[config.mk]
export PLATFORM = sky130hd
export DESIGN_NAME = sms_top
export DESIGN_NICKNAME = d
export VERILOG_FILES = /design/src/hdl/sms_pkg.sv /design/src/hdl/sms_wake_if.sv /design/src/hdl/sms_top.sv /design/src/hdl/sms_wake_timer.sv
export SDC_FILE = /design/constraint.sdc
export NUM_CORES = 1
export LEC_CHECK = 0
export ABC_CLOCK_PERIOD_IN_PS = 3300
export BUFFER_PORTS_ARGS = -buffer_cell sky130_fd_sc_hd__buf_2
export CAP_MARGIN = 20
export CORE_MARGIN = 2
export CORE_UTILIZATION = 30
export CTS_CLUSTER_DIAMETER = 100
export DETAILED_ROUTE_END_ITERATION = 10
export HOLD_SLACK_MARGIN = 0.15
export RECOVER_POWER = 25
export SYNTH_ARGS = -nofsm -noshare
export SYNTH_HDL_FRONTEND = slang
export SYNTH_HIERARCHICAL = 1
export SYNTH_SLANG_ARGS = --single-unit
[constraint.sdc]
create_clock -name i_clk_sys -period 3.3 [get_ports i_clk_sys]
set_clock_uncertainty 0.05 [all_clocks]
set_input_delay 0.165 -clock i_clk_sys [delete_from_list [all_inputs] [get_ports i_clk_sys]]
set_output_delay 0.165 -clock i_clk_sys [all_outputs]
set_load 0.005 [all_outputs]
[src/hdl/sms_pkg.sv]
// constants, types and register map of the stop-mode sequencer
package sms_pkg;

	// register offsets
	localparam logic [7:0] ADDR_POWER_MODE_CTRL = 8'h00;
	localparam logic [7:0] ADDR_PERIODIC_WAKE   = 8'h01;
	localparam logic [7:0] ADDR_STATUS          = 8'h02;

	// power_mode_ctrl_reg fields
	localparam int BIT_STOP_ENABLE    = 0;
	localparam int BIT_DEEP_SEL       = 1;
	localparam int BIT_LOWV_ENABLE    = 2;
	localparam int BIT_LOWV_STOP_EN   = 3;
	localparam int BIT_LATCH_RELEASE  = 4;
	localparam int BIT_WAKE_FLAG      = 5;

	// periodic_wake_ctrl_reg fields
	localparam int BIT_WSEL_LO        = 0;
	localparam int BIT_OSC_RUN_STOP   = 3;
	localparam int BIT_DEBUG_ALLOW    = 4;

	// status fields
	localparam int BIT_MODE_LO        = 0;
	localparam int BIT_DEBUG_ACTIVE   = 2;
	localparam int BIT_LATCH_HOLD     = 3;

	// values after reset
	localparam logic       RST_STOP_ENABLE = 1'b0;
	localparam logic       RST_DEEP_SEL    = 1'b0;
	localparam logic       RST_LOWV_ENABLE  = 1'b0;
	localparam logic       RST_LOWV_STOP_EN = 1'b0;
	localparam logic [2:0] RST_WAKE_SEL    = 3'h0;
	localparam logic       RST_OSC_RUN     = 1'b0;
	localparam logic       RST_DEBUG_ALLOW = 1'b0;

	// timing of the wake source, divided down from the system clock
	localparam int CLK_PERIOD_NS   = 20;
	localparam int WAKE_TICK_NS    = 1000000;
	localparam int WAKE_TICK_CYCLES = WAKE_TICK_NS / CLK_PERIOD_NS;
	localparam logic [9:0] WAKE_BASE_MS = 10'h008;

	typedef enum logic [1:0] {
		MODE_RUN   = 2'b00,
		MODE_LIGHT = 2'b01,
		MODE_DEEP  = 2'b10
	} sms_mode_t;

	typedef enum logic [2:0] {
		VEC_NONE  = 3'b000,
		VEC_RESET = 3'b001,
		VEC_IRQ   = 3'b010,
		VEC_KEYPD = 3'b011,
		VEC_WAKE  = 3'b100,
		VEC_SERIAL = 3'b101,
		VEC_CONV  = 3'b110,
		VEC_LOWV  = 3'b111
	} sms_vec_t;

endpackage

[src/hdl/sms_wake_if.sv]
// link between the sequencer and its periodic wake timer
`timescale 1ns/1ps
interface sms_wake_if;
	logic [2:0] sel;
	logic       wake;

	modport ctl (output sel, input wake);
	modport tmr (input sel, output wake);
endinterface

[src/hdl/sms_top.sv]
// stop-mode sequencer: mode choice, clock and regulator control, pin latches, wake-up
//
// Our own choices: the strobed register port and the register addresses.
`timescale 1ns/1ps
module sms_top
	import sms_pkg::*;
#(
	parameter int TICK_CYCLES = WAKE_TICK_CYCLES
) (
	input  wire logic       i_clk_sys,
	input  wire logic       i_resetn,
	input  wire logic [7:0] i_addr,
	input  wire logic [7:0] i_wdata,
	input  wire logic       i_wr,
	input  wire logic       i_rd,
	input  wire logic       i_stop_exec,
	input  wire logic       i_reset_pin_n,
	input  wire logic       i_irq_pin,
	input  wire logic       i_irq_pol_high,
	input  wire logic       i_keypad_act,
	input  wire logic       i_serial_rx_int,
	input  wire logic       i_conv_int,
	input  wire logic       i_lowv_int,
	input  wire logic       i_dbg_halt_cmd,
	input  wire logic       i_dbg_go_cmd,
	input  wire logic       i_dbg_status_cmd,
	output logic [7:0]      o_rdata,
	output logic [1:0]      o_mode,
	output logic            o_clk_en_cpu,
	output logic            o_clk_en_periph,
	output logic            o_clk_en_dbg,
	output logic            o_osc_run,
	output logic            o_reg_full,
	output logic            o_pin_hold,
	output logic            o_pin_port_ctl,
	output logic            o_sys_reset,
	output logic            o_illegal_reset,
	output logic            o_wake_int,
	output logic [2:0]      o_vector,
	output logic            o_dbg_active,
	output logic            o_dbg_status_err
);
	typedef struct packed {
		sms_mode_t  mode;
		logic       stop_en;
		logic       deep_sel;
		logic       lowv_en;
		logic       lowv_stop_en;
		logic [2:0] wsel;
		logic       osc_stop_en;
		logic       dbg_allow;
		logic       wake_flag;
		logic       latch_hold;
		logic [7:0] rdata;
		logic       rst_s1;
		logic       rst_s2;
		logic       irq_s1;
		logic       irq_s2;
		logic       kp_s1;
		logic       kp_s2;
		logic       clk_cpu;
		logic       clk_periph;
		logic       clk_dbg;
		logic       osc_run;
		logic       reg_full;
		logic       sys_reset;
		logic       illegal_rst;
		logic       wake_int;
		sms_vec_t   vec;
		logic       dbg_active;
		logic       dbg_err;
	} sms_state_t;

	sms_state_t q;
	sms_state_t d;
	sms_wake_if wk ();

	// a zero tick count would leave the wake divider with no period at all
	generate
		if (TICK_CYCLES < 1) begin : g_bad_tick
			$error("wake tick count must be at least one");
		end
	endgenerate

	sms_wake_timer #(
		.TICK_CYCLES (TICK_CYCLES)
	) u_wake (
		.i_clk_sys (i_clk_sys),
		.i_resetn  (i_resetn),
		.wk        (wk.tmr)
	);

	assign wk.sel = q.wsel;

	logic lowv_in_stop;
	logic irq_light;
	logic rst_pin;
	logic in_stop;
	logic wr_pwr;

	always_comb begin
		d = q;
		lowv_in_stop = q.lowv_en & q.lowv_stop_en;
		irq_light   = i_irq_pol_high ? q.irq_s2 : ~q.irq_s2;
		rst_pin     = ~q.rst_s2;
		in_stop     = (q.mode != MODE_RUN);
		wr_pwr      = i_wr && (i_addr == ADDR_POWER_MODE_CTRL);

		// pins come from outside: two flops before any use
		d.rst_s1 = i_reset_pin_n;
		d.rst_s2 = q.rst_s1;
		d.irq_s1 = i_irq_pin;
		d.irq_s2 = q.irq_s1;
		d.kp_s1  = i_keypad_act;
		d.kp_s2  = q.kp_s1;

		d.sys_reset   = 1'b0;
		d.illegal_rst = 1'b0;
		d.wake_int    = 1'b0;
		d.vec         = VEC_NONE;
		d.dbg_err     = 1'b0;

		// register writes
		if (wr_pwr) begin
			d.stop_en     = i_wdata[BIT_STOP_ENABLE];
			d.deep_sel    = i_wdata[BIT_DEEP_SEL];
			d.lowv_en      = i_wdata[BIT_LOWV_ENABLE];
			d.lowv_stop_en = i_wdata[BIT_LOWV_STOP_EN];
			if (i_wdata[BIT_LATCH_RELEASE]) begin
				// opening the latches hands pins back to port/peripheral logic
				d.latch_hold = 1'b0;
				d.wake_flag  = 1'b0;
			end
		end
		if (i_wr && (i_addr == ADDR_PERIODIC_WAKE)) begin
			d.wsel        = i_wdata[BIT_WSEL_LO +: 3];
			d.osc_stop_en = i_wdata[BIT_OSC_RUN_STOP];
			d.dbg_allow   = i_wdata[BIT_DEBUG_ALLOW];
		end
		if (i_dbg_go_cmd && q.mode == MODE_RUN) begin
			d.dbg_active = 1'b0;
		end

		case (q.mode)
			MODE_RUN: begin
				if (rst_pin) begin
					d.sys_reset = 1'b1;
					d.vec       = VEC_RESET;
				end else if (i_stop_exec) begin
					if (!q.stop_en) begin
						d.illegal_rst = 1'b1;
						d.sys_reset   = 1'b1;
						d.vec         = VEC_RESET;
					end else if (q.deep_sel && !lowv_in_stop && !q.dbg_allow) begin
						d.mode       = MODE_DEEP;
						d.latch_hold = 1'b1;
					end else begin
						// detector or debug in stop cannot survive the deep power-down
						d.mode = MODE_LIGHT;
					end
				end
			end
			MODE_DEEP: begin
				// only these three sources can wake the powered-down core
				if (rst_pin || !q.irq_s2 || wk.wake) begin
					d.mode        = MODE_RUN;
					d.sys_reset   = 1'b1;
					d.vec         = VEC_RESET;
					d.wake_flag   = 1'b1;
					d.latch_hold  = 1'b1;
				end
			end
			MODE_LIGHT: begin
				if (rst_pin) begin
					d.mode      = MODE_RUN;
					d.sys_reset = 1'b1;
					d.vec       = VEC_RESET;
				end else if (q.dbg_allow && i_dbg_halt_cmd) begin
					d.mode       = MODE_RUN;
					d.dbg_active = 1'b1;
				end else if (irq_light || q.kp_s2 || wk.wake || i_serial_rx_int
						|| i_conv_int || i_lowv_int) begin
					d.mode     = MODE_RUN;
					d.wake_int = 1'b1;
					if (irq_light) begin
						d.vec = VEC_IRQ;
					end else if (q.kp_s2) begin
						d.vec = VEC_KEYPD;
					end else if (wk.wake) begin
						d.vec = VEC_WAKE;
					end else if (i_serial_rx_int) begin
						d.vec = VEC_SERIAL;
					end else if (i_conv_int) begin
						d.vec = VEC_CONV;
					end else begin
						d.vec = VEC_LOWV;
					end
				end
			end
			default: begin
				d.mode = MODE_RUN;
			end
		endcase

		// memory commands with status cannot touch memory while stopped
		if (in_stop && i_dbg_status_cmd) begin
			d.dbg_err = 1'b1;
		end

		// a system reset returns software-visible control to defaults;
		// the wake flag and latches survive so recovery code can find them
		if (d.sys_reset) begin
			d.stop_en     = RST_STOP_ENABLE;
			d.deep_sel    = RST_DEEP_SEL;
			d.lowv_en      = RST_LOWV_ENABLE;
			d.lowv_stop_en = RST_LOWV_STOP_EN;
			d.wsel        = RST_WAKE_SEL;
			d.osc_stop_en = RST_OSC_RUN;
			d.dbg_allow   = RST_DEBUG_ALLOW;
			d.dbg_active  = 1'b0;
		end

		// clock and power outputs follow the next mode
		d.clk_cpu    = (d.mode == MODE_RUN);
		d.clk_periph = (d.mode == MODE_RUN);
		d.clk_dbg    = (d.mode == MODE_RUN) || q.dbg_allow;
		d.osc_run    = (d.mode == MODE_RUN) || ((d.mode == MODE_LIGHT)
			&& (q.osc_stop_en || q.dbg_allow));
		d.reg_full   = (d.mode == MODE_RUN) || q.dbg_allow || lowv_in_stop;

		// read data stands in the cycle after the strobe only
		d.rdata = 8'h00;
		if (i_rd) begin
			case (i_addr)
				ADDR_POWER_MODE_CTRL: begin
					d.rdata[BIT_STOP_ENABLE] = q.stop_en;
					d.rdata[BIT_DEEP_SEL]    = q.deep_sel;
					d.rdata[BIT_LOWV_ENABLE]  = q.lowv_en;
					d.rdata[BIT_LOWV_STOP_EN] = q.lowv_stop_en;
					d.rdata[BIT_WAKE_FLAG]   = q.wake_flag;
				end
				ADDR_PERIODIC_WAKE: begin
					d.rdata[BIT_WSEL_LO +: 3]    = q.wsel;
					d.rdata[BIT_OSC_RUN_STOP]  = q.osc_stop_en;
					d.rdata[BIT_DEBUG_ALLOW]   = q.dbg_allow;
				end
				ADDR_STATUS: begin
					d.rdata[BIT_MODE_LO +: 2]  = q.mode;
					d.rdata[BIT_DEBUG_ACTIVE]  = q.dbg_active;
					d.rdata[BIT_LATCH_HOLD]    = q.latch_hold;
				end
				default: begin
					d.rdata = 8'h00;
				end
			endcase
		end
	end

	always_ff @(posedge i_clk_sys or negedge i_resetn) begin
		if (!i_resetn) begin
			q             <= '0;
			q.mode        <= MODE_RUN;
			q.vec         <= VEC_NONE;
			q.stop_en     <= RST_STOP_ENABLE;
			q.deep_sel    <= RST_DEEP_SEL;
			q.lowv_en      <= RST_LOWV_ENABLE;
			q.lowv_stop_en <= RST_LOWV_STOP_EN;
			q.wsel        <= RST_WAKE_SEL;
			q.osc_stop_en <= RST_OSC_RUN;
			q.dbg_allow   <= RST_DEBUG_ALLOW;
			q.rst_s1      <= 1'b1;
			q.rst_s2      <= 1'b1;
			q.irq_s1      <= 1'b1;
			q.irq_s2      <= 1'b1;
			q.clk_cpu     <= 1'b1;
			q.clk_periph  <= 1'b1;
			q.clk_dbg     <= 1'b1;
			q.osc_run     <= 1'b1;
			q.reg_full    <= 1'b1;
		end else begin
			q <= d;
		end
	end

	assign o_rdata          = q.rdata;
	assign o_mode           = q.mode;
	assign o_clk_en_cpu     = q.clk_cpu;
	assign o_clk_en_periph  = q.clk_periph;
	assign o_clk_en_dbg     = q.clk_dbg;
	assign o_osc_run        = q.osc_run;
	assign o_reg_full       = q.reg_full;
	assign o_pin_hold       = q.latch_hold;
	assign o_pin_port_ctl   = ~q.latch_hold;
	assign o_sys_reset      = q.sys_reset;
	assign o_illegal_reset  = q.illegal_rst;
	assign o_wake_int       = q.wake_int;
	assign o_vector         = q.vec;
	assign o_dbg_active     = q.dbg_active;
	assign o_dbg_status_err = q.dbg_err;
endmodule // sms_top

[src/hdl/sms_wake_timer.sv]
// periodic wake timer driven by a 1 kHz enable derived from the system clock
`timescale 1ns/1ps
module sms_wake_timer
	import sms_pkg::*;
#(
	parameter int TICK_CYCLES = WAKE_TICK_CYCLES
) (
	input  wire logic i_clk_sys,
	input  wire logic i_resetn,
	sms_wake_if.tmr   wk
);
	localparam int DW = $clog2(TICK_CYCLES + 1);

	generate
		if (TICK_CYCLES < 1) begin : g_bad
			$error("tick count must be at least one");
		end
	endgenerate

	typedef struct packed {
		logic [DW-1:0] div;
		logic [9:0]    ms;
		logic          wake;
	} sms_tmr_st_t;

	sms_tmr_st_t q;
	sms_tmr_st_t d;
	logic [9:0]  lim;

	assign lim = 10'((WAKE_BASE_MS << wk.sel) - 10'h001);
	assign wk.wake = q.wake;

	always_comb begin
		d = q;
		d.wake = 1'b0;
		if (wk.sel == 3'h0) begin
			// source held idle to save power, so no wake can be produced
			d.div = '0;
			d.ms = 10'h000;
		end else if (d.div == DW'(TICK_CYCLES - 1)) begin
			d.div = '0;
			if (q.ms >= lim) begin
				d.ms = 10'h000;
				d.wake = 1'b1;
			end else begin
				d.ms = 10'(q.ms + 10'h001);
			end
		end else begin
			d.div = DW'(q.div + 1'b1);
		end
	end

	always_ff @(posedge i_clk_sys or negedge i_resetn) begin
		if (!i_resetn) begin
			q <= '0;
		end else begin
			q <= d;
		end
	end
endmodule // sms_wake_timer

==> metrics, run 1 <==
status=completed; Max Cap Viol=0; crit path cell chain=nor3_1, inv_1, ha_1, xor2_1, nor2_1, a31oi_1, ha_1, a21oi_1, o21a_1, o211a_4, nor2_2, nor4_1; Clock Tree Root=clkbuf_8; reg2reg setup slack=0.36 ns; Hold/Removal Path Class=in2reg; RSZ-0062 raised after global routing=false; endpoints failing setup=0; EDFF count, synth=0; pwr dens=388 nW/um^2; number of DRC markers in iteration 0=100; Worst Path Max Fanout=11; DR WL/cell=13.1 um; Min Hold Slack=0.168 ns; crit-path most repeated cell=ha_1; routed wl met2=3290 um; relative slew slack=22.8%; leakage power=1.72 nW; Period Utilization, post-route=between 80% and 90%; Pre-Repair DR Iteration Count=4; Max VDD drop=0.165 mV; CTS tree=done; Clock transition at path regs=0.07 ns; hold endpoint=o_rdata[4]$_DFF_PN0_; global placement routability congestion=0.805; fin crit period=2.94 ns; die height=109 um; share of the synthesized area in the top cell type=between 40% and 50%; Synth Area per Inst=10.2 um^2; yosys synthesis warning count=6; hold wc startpoint=i_addr[6]; Distinct cells, synth=56; max frequency=0.340 GHz; postcts setup bufs=0; CTS Sinks=64; first-pass GRT wire length=11400 um; total power=0.00155 W; grt ovf=0; Worst Hold Depth=3; Routed Antenna Nets=0; PortBufs=50; share of cells above drive strength 1=22.0%; cell area after synthesis=~3300 um^2; DR vias=2535; area grow syn2layout=20.1%; Clk Latency, worst-skew pair=0.34 ns; # IOs=56; r2r endpoint=u_wake/q[6]$_DFFE_PN0P_; largest net degree at the start of global routing=44; FP Rows=38; Nets=427; worst-margin pin slew=1.16 ns; initial antenna violation count=0; clk buf depth=2; number of global-route vias before repair=2513; Async SR Flop Fraction=100%; setup TNS=0 ns; DP HPWL=roughly 4900 um; CP max stage delay=roughly 0.47 ns; Die ar.=12000 um^2; Seq cells post-synth=64; Metal-1 WL=3210 um; # DRC=0; fill cell count=1096; H-tree levels=3; cell count after synthesis=between 300 and 400; gr usage total=12.3%; top routing layer used=met4; max-slew violation count=0; worst reg2reg path depth=12; total CTS buffers=9; Initial Util=30.7%; largest cells by area after synthesis=dfrtp_1 (42%), dfstp_2 (6.3%), nor2_1 (4.8%); diodes inserted=0; Post-Route WL=a little under 7000 um; Worst Setup SP=wk.sel[0]$_DFFE_PN0P_; width of the die=109 um; DR vias/cell=4.77; CP arrival=3.13 ns; Core Region=10800 um^2; WS Path Type=reg2reg; final number of hold-violating endpoints=0; CP required=3.49 ns; crit path capture type=flip-flop; dominant synthesized flop cell=dfrtp_1; FF-to-FF Start=wk.sel[0]$_DFFE_PN0P_; Yosys top cell by area=dfrtp_1; Met3 Routed Length=roughly 360 um; register area share after synthesis=48.4%; Setup crit start kind=flip-flop; Worst path slowest cell=dfrtp_1
stage by stage:
step | cell area [um^2] | setup WS [ns] | util (%) | std cells
2_1_floorplan | 3330 | 0.538 | - | 327
3_3_place_gp | 3590 | 0.339 | 33.2 | 495
3_5_place_dp | 3590 | 0.168 | 33.2 | 495
4_1_cts | 3990 | 0.138 | 36.8 | 531
5_1_grt | 4000 | 0.0148 | 36.9 | 531
6_report | 4000 | 0.361 | 36.9 | 531
synthesized netlist by cell type, types with 5 or more instances:
cell type	count
a21oi_1	16
a31oi_1	7
buf_4	15
dfrtp_1	56
dfstp_2	8
ha_1	10
inv_1	9
mux2i_1	13
nand2_1	23
nand3_1	18
nor2_1	43
nor2b_1	5
nor3_1	11
xnor2_1	8
xor2_1	9
how the worst max path moves through the flow:
stage | end | slack, ns
3_3_place_gp | u_wake/q[3]$_DFFE_PN0P_ | 0.34
5_1_grt | u_wake/q[6]$_DFFE_PN0P_ | 0.01
2_1_floorplan | u_wake/q[9]$_DFFE_PN0P_ | 0.54
3_5_place_dp | u_wake/q[6]$_DFFE_PN0P_ | 0.17
6_report | u_wake/q[6]$_DFFE_PN0P_ | 0.36
4_1_cts | u_wake/q[6]$_DFFE_PN0P_ | 0.14
sequential cells by signal, indices dropped and copies added, names as in the netlist, 2 cells and up:
| name | flops |
|---|---|
| o_mode | 2 |
| wk.sel | 3 |
| d | 3 |
| o_vector | 3 |
| o_rdata | 6 |
| q | 10 |
| u_wake/q | 26 |
cells in the final DEF (no fill, tap or decap), types with 5 or more instances in the layout:
| cell type | Yosys | layout |
|---|---|---|
| nor2b_1 | 5 | 5 |
| ha_1 | 10 | 10 |
| xnor2_1 | 8 | 8 |
| dfrtp_1 | 56 | 56 |
| clkbuf_1 | 4 | 8 |
| dlygate4sd3_1 | 0 | 20 |
| nor3_1 | 11 | 11 |
| inv_1 | 9 | 9 |
| dfstp_2 | 8 | 8 |
| a21oi_1 | 16 | 16 |
| nor2_1 | 43 | 42 |
| clkbuf_8 | 0 | 11 |
| nand3_1 | 18 | 18 |
| a31oi_1 | 7 | 7 |
| xor2_1 | 9 | 9 |
| mux2i_1 | 13 | 13 |
| nand2_1 | 23 | 23 |
| buf_2 | 1 | 44 |
where the power goes:
group | internal [W] | leakage (nW) | total [W] | switching [W]
registers | 0.000794 | 0.844 | 0.000797 | 0.00000373
clock network | 0.000388 | 0.103 | 0.000675 | 0.000287
logic | 0.0000363 | 0.773 | 0.0000772 | 0.0000409
total | 0.00122 | 1.72 | 0.00155 | 0.000332
cell families (layout without fill, tap and decap cells):
family	Yosys count	count (layout)	share of synthesized area, %
xor+xnor	17	17	4.47
compound gates	47	47	8.72
simple gates	141	141	24.2
mux	13	13	3.91
other cells	1	2	0.113
buf+inv	33	97	6.35
flops	64	64	48.4
fa+ha+maj	10	10	3.76
area by class of cell:
type	count	area [um^2]	share of cell area, %
clock buffer	13	159	3.98
clock inverter	3	40.0	1.00
inverter	9	33.8	0.845
multi-input combinational	230	1520	38.0
sequential	64	1610	40.3
tap	140	175	4.38
timing repair buffer	72	458	11.5
critical path: cells and delay by family, from the launching register on:
family                   cells  cell delay, ns
AO/OA/AOI/OAI                4            0.70
XOR/XNOR                     1            0.16
adder cells (fa/ha/maj)      2            0.61
buffers and inverters        1            0.17
flip-flops                   1            0.47
AND/OR/NAND/NOR              4            0.69
metal layers:
metal	vias to the layer above	global-route usage [%]
met5	-	0
met4	0	4.34
met3	8	4.03
met2	61	20.6
met1	1213	14.8
li1	1253	-
timing repair:
action                                  in CTS  in global routing
endpoints found under the setup margin       0                  6
hold endpoints to repair                    47                  0
hold buffers                                20                  0
gates resized for setup                      0                  3
No activity file was read; power rests on OpenSTA's default activity.
==> run 2, diff against run 1 <==
Settings changed: ABC_AREA from default to 1.
==> metrics, run 2 <==
largest net degree at the start of global routing=24; clk buf depth=2; WS Path Type=reg2reg; Yosys top cell by area=dfrtp_1; Met3 Routed Length=between 300 and 400 um; worst-margin pin slew=just over 1 ns; first-pass GRT wire length=13200 um; Period Utilization, post-route=roughly four fifths; CP arrival=2.89 ns; FP Rows=40; Clock Tree Root=clkbuf_16; setup TNS=0 ns; Max VDD drop=0.213 mV; largest cells by area after synthesis=dfrtp_1 (39%), nand2_1 (12%), inv_1 (6.3%); Clock transition at path regs=0.06 ns; Max Cap Viol=0; initial antenna violation count=0; grt ovf=0; Worst Path Max Fanout=10; gr usage total=between 10% and 20%; hold endpoint=o_vector[1]$_DFF_PN0_; number of DRC markers in iteration 0=97; Finished Cell Area=approximately 4300 um^2; status=completed; CTS tree=done; Hold/Removal Path Class=in2reg; number of global-route vias before repair=approximately 3.0k; EDFF count, synth=0; top-count cell post-synth=nand2_1; Metal-1 WL=3290 um; share of cells above drive strength 1=22.7%; sw frac=22.7%; Setup crit start kind=flip-flop; Int Power=between 0.001 and 0.0015 W; Pre-Repair DR Iteration Count=6; Biggest register=u_wake/q; hold wc startpoint=i_serial_rx_int; dominant synthesized flop cell=dfrtp_1; Worst Hold Depth=4; cell area after synthesis=3630 um^2; worst reg2reg path depth=12; total CTS buffers=9; cell count after synthesis=between 400 and 500; endpoints failing setup=0; Nets=between 500 and 600; # DRC=0; crit path cell chain=nor2_2, nand2_4, ha_1, o32a_1, ha_1, nand2_1, inv_1, a21oi_1, nand3_1, nor2_4, nor2_1, nor2_1; most frequent cells in the layout=nand2_1 (116), inv_1 (61), nor2_1 (58); crit path capture type=flip-flop; synth cell count leaders=nand2_1 (116), inv_1 (61), nor2_1 (57); Distinct cells, synth=34; Flop pwr share=46.2%; postcts setup bufs=0; leakage power=2.08 nW; global placement routability congestion=a little over 0.8; Clk Latency, worst-skew pair=0.33 ns; routed wl met2=3900 um; combinational fraction of design power=4.6%; DR WL/cell=~11 um; most common cell after layout, fill and taps aside=nand2_1; max frequency=0.373 GHz; max-slew violation count=0; Worst path slowest cell=dfrtp_1; Async SR Flop Fraction=100%; Routed Antenna Nets=0; FF-to-FF Start=wk.sel[1]$_DFFE_PN0P_; reg2reg setup slack=around 0.6 ns; Core Region=11900 um^2; die height=114 um; final number of hold-violating endpoints=0; register area share after synthesis=between 40% and 50%; Die ar.=13000 um^2; Seq cells post-synth=64; max FFs per register=26; CP max stage delay=roughly 0.47 ns; # IOs=56; Synth Area per Inst=7.99 um^2; Clk pwr share=between 40% and 50%; RSZ-0062 raised after global routing=false; pwr dens=between 300 and 400 nW/um^2; CP required=3.51 ns; top routing layer used=met4; share of the synthesized area in the top cell type=38.6%; Initial Util=30.4%; r2r endpoint=u_wake/q[10]$_DFFE_PN0P_; PortBufs=50; fin crit period=between 2 and 3 ns; CTS Sinks=64; yosys synthesis warning count=6; net switching power=0.000393 W; width of the die=114 um; DP HPWL=5660 um; H-tree levels=3; area grow syn2layout=19.3%; DR vias=approximately 3.0k; DR vias/cell=4.46; DP Area=3940 um^2; diodes inserted=0; relative slew slack=30.8%; Post-Route WL=7610 um
run 2: worst max-delay path by stage:
| stage | from | endpoint | slack (ns) |
|---|---|---|---|
| 2_1_floorplan | wk.sel[1]$_DFFE_PN0P_ | u_wake/q[10]$_DFFE_PN0P_ | 0.92 |
| 3_3_place_gp | wk.sel[1]$_DFFE_PN0P_ | u_wake/q[10]$_DFFE_PN0P_ | 0.69 |
| 3_5_place_dp | wk.sel[1]$_DFFE_PN0P_ | u_wake/q[10]$_DFFE_PN0P_ | 0.60 |
| 4_1_cts | wk.sel[1]$_DFFE_PN0P_ | u_wake/q[10]$_DFFE_PN0P_ | 0.59 |
| 5_1_grt | wk.sel[1]$_DFFE_PN0P_ | u_wake/q[10]$_DFFE_PN0P_ | 0.32 |
| 6_report | wk.sel[1]$_DFFE_PN0P_ | u_wake/q[10]$_DFFE_PN0P_ | 0.62 |
run 2: worst max-delay path, delay by kind of cell (launching register included):
kind | cells | cell delay [ns]
and+or+nand+nor | 7 | 0.97
AOI/OAI and AO/OA | 2 | 0.54
DFF | 1 | 0.47
buffers and inverters | 1 | 0.06
adders and majority gates | 2 | 0.53
run 2: cells by family after synthesis:
| logic type | share of synthesized area, % |
|---|---|
| AOI/OAI and AO/OA | 5.69 |
| xor gates and xnor gates | 2.42 |
| adders and majority gates | 3.45 |
| buffers and inverters | 11.3 |
| DFF | 44.4 |
| other | 0.103 |
| and+or+nand+nor | 32.6 |
run 2: metal layers:
| metal | vias to the layer above | GRT usage (%) |
|---|---|---|
| met4 | 0 | 3.82 |
| li1 | 1514 | - |
| met2 | 63 | 23.2 |
| met5 | - | 0 |
| met1 | 1385 | 14.4 |
| met3 | 7 | 4.04 |
run 2: cell type report:
class / instances / area [um^2]
clock buffer: 11 / 233
clock inverter: 5 / 35.0
fill: 1242 / 7590
inverter: 69 / 267
multi-input combinational: 305 / 1610
sequential: 64 / 1610
tap: 147 / 184
timing repair buffer: 65 / 390
run 2: repair_timing:
action                                 CTS  global route
resized for setup                        0             0
hold buffers                            13             0
endpoints found under the hold margin   41             0
run 2: per-stage QoR:
step | instances | hold WS (ns) | total power, W | setup WS, ns | util [%]
3_5_place_dp | 637 | 0.0796 | 0.000882 | 0.595 | 33.0
5_1_grt | 666 | 0.201 | 0.00181 | 0.322 | 36.3
4_1_cts | 666 | 0.159 | 0.00176 | 0.591 | 36.4
2_1_floorplan | 455 | -0.181 | 0.000841 | 0.917 | -
6_report | 666 | 0.167 | 0.00173 | 0.618 | 36.3
3_3_place_gp | 637 | 0.0724 | 0.000880 | 0.689 | 33.0
run 2: power by group through the flow:
| stage | clock network (W) | registers, W | logic [W] |
|---|---|---|---|
| floorplan | 0 | 0.000811 | 0.0000303 |
| global placement | 0 | 0.000812 | 0.0000683 |
| detailed placement | 0 | 0.000812 | 0.0000698 |
| CTS | 0.000880 | 0.000798 | 0.0000818 |
| global route | 0.000919 | 0.000798 | 0.0000916 |
| finish | 0.000850 | 0.000799 | 0.0000793 |
==> run 3, diff against run 2 <==
Settings changed: ABC_CLOCK_PERIOD_IN_PS 3300 to 2500.
Clock period 3.3 ns to 2.5 ns, I/O delays scaled along.
==> metrics, run 3 (synthesis gave the netlist of run 2 again) <==
status=complete, but fails checks; violated checks=max-capacitance violations, max-slew violations; CTS Sinks=64; Clock Tree Root=clkbuf_16; die height=114 um; number of global-route vias before repair=3049; number of DRC markers in iteration 0=200; DR vias/cell=4.44; initial antenna violation count=0; largest net degree at the start of global routing=38; crit-path most repeated cell=nor2_1; DP Area=3970 um^2; max frequency=0.421 GHz; Biggest register=u_wake/q; Final Core Density=38.0%; leakage power=2.16 nW; width of the die=between 100 and 150 um; CP arrival=2.58 ns; Clk Latency, worst-skew pair=0.33 ns; CTS tree=done; Max VDD drop=approximately 0.31 mV; crit path capture type=flip-flop; dpl ws=-0.0756 ns; gr usage total=13.4%; max-slew violation count=28; Post-Route WL=approximately 8000 um; DP HPWL=5560 um; Pre-Repair DR Iteration Count=4; H-tree levels=3; PortBufs=50; RSZ-0062 raised after global routing=false; WS Path Type=reg2reg; CP max stage delay=0.41 ns; worst setup margin=0.123 ns; Hold/Removal Path Class=in2reg; Clock transition at path regs=0.05 ns; # IOs=56; endpoints failing setup=0; diodes inserted=0; CP required=2.71 ns; share of cells above drive strength 1=24.5%; first-pass GRT wire length=~14000 um; Nets=between 500 and 600; Worst Path Max Fanout=5; fin crit period=~2.4 ns; area grow syn2layout=24.7%; Die ar.=around 13000 um^2; final number of hold-violating endpoints=0; Initial Util=30.4%; crit path cell chain=inv_1, nor2_1, nand2_1, ha_2, o32a_1, ha_4, nand2_2, inv_1, a21oi_2, nand3_4, nor2_4, nor2_1, nor2_1; Routed Antenna Nets=0; # DRC=0; Core Region=11900 um^2; DR vias=roughly 3.0k; most frequent cells in the layout=nand2_1 (114), inv_1 (61), nor2_1 (58); Max Cap Viol=1; Worst path slowest cell=dfrtp_1; total CTS buffers=9; pwr dens=approximately 550 nW/um^2; max FFs per register=26; Placed Instances=640; grt ovf=0; global placement routability congestion=0.849; Finished Cell Area=4520 um^2; DR WL/cell=11.8 um; FP Rows=40; relative slew slack=-10.2%; Period Utilization, post-route=95.1%; Finished Layout Cells=677; Setup crit start kind=flip-flop; clk buf depth=2; most common cell after layout, fill and taps aside=nand2_1; worst-margin pin slew=1.65 ns
## run 3: path summary, 6_finish.rpt
path	startpoint	endpoint	slack, ns	depth (start not counted)
min in group asynchronous	i_resetn	o_rdata[0]$_DFF_PN0_	0.73	2
hold / removal	i_wr	wk.sel[2]$_DFFE_PN0P_	0.16	4
max in group asynchronous	i_resetn	o_clk_en_dbg$_DFF_PN1_	0.70	3
setup / recovery	wk.sel[0]$_DFFE_PN0P_	u_wake/q[10]$_DFFE_PN0P_	0.12	13
setup reg to reg	wk.sel[0]$_DFFE_PN0P_	u_wake/q[10]$_DFFE_PN0P_	0.12	13
hold reg to reg	d[13]$_DFF_PN0_	q[13]$_DFF_PN0_	0.30	0
## run 3: final cells by class
class	count	area, um^2
timing repair buffer	75	487
clock buffer	11	233
sequential	64	1610
tap	147	184
clock inverter	5	81.3
fill	1228	7390
inverter	69	267
multi-input combinational	306	1660
## run 3: power breakdown
part           switching, W  leakage, nW  total [W]  internal [W]
Clock              0.000449        0.150    0.00132      0.000873
Sequential       0.00000506        0.844    0.00105       0.00105
Combinational     0.0000643         1.17   0.000113     0.0000490
Total              0.000519         2.16    0.00249       0.00197
## run 3: critical path, delay by kind of cell, from the launching register on
kind | cells | cell delay [ns]
AOI/OAI and AO/OA | 2 | 0.56
adders and majority gates | 2 | 0.43
buffers and inverters | 2 | 0.15
DFF | 1 | 0.41
and+or+nand+nor | 7 | 0.70
## run 3: timing repair
item                                   in CTS  in global routing
resized for setup                           4                  6
setup endpoints to repair                  10                 10
endpoints found under the hold margin      52                  0
pin swaps                                   3                  4
buffers inserted                            3                  0
hold buffers                               17                  0
gates cloned                                1                  0
## run 3: per-stage QoR
stage / setup TNS (ns) / total power (W) / hold WS, ns
floorplan: 0 / 0.00111 / -0.221
global placement: 0 / 0.00116 / 0.140
detailed placement: -0.402 / 0.00117 / 0.156
CTS: 0 / 0.00252 / 0.160
global route: 0 / 0.00258 / 0.177
finish: 0 / 0.00249 / 0.163
## run 3: routing by layer
metal,wire length (um),GRT usage [%],up-vias
met2,3960,23.3,58
li1,-,-,1538
met3,278,3.19,15
met4,195,5.61,0
met5,0,0,-
met1,3530,15.8,1396
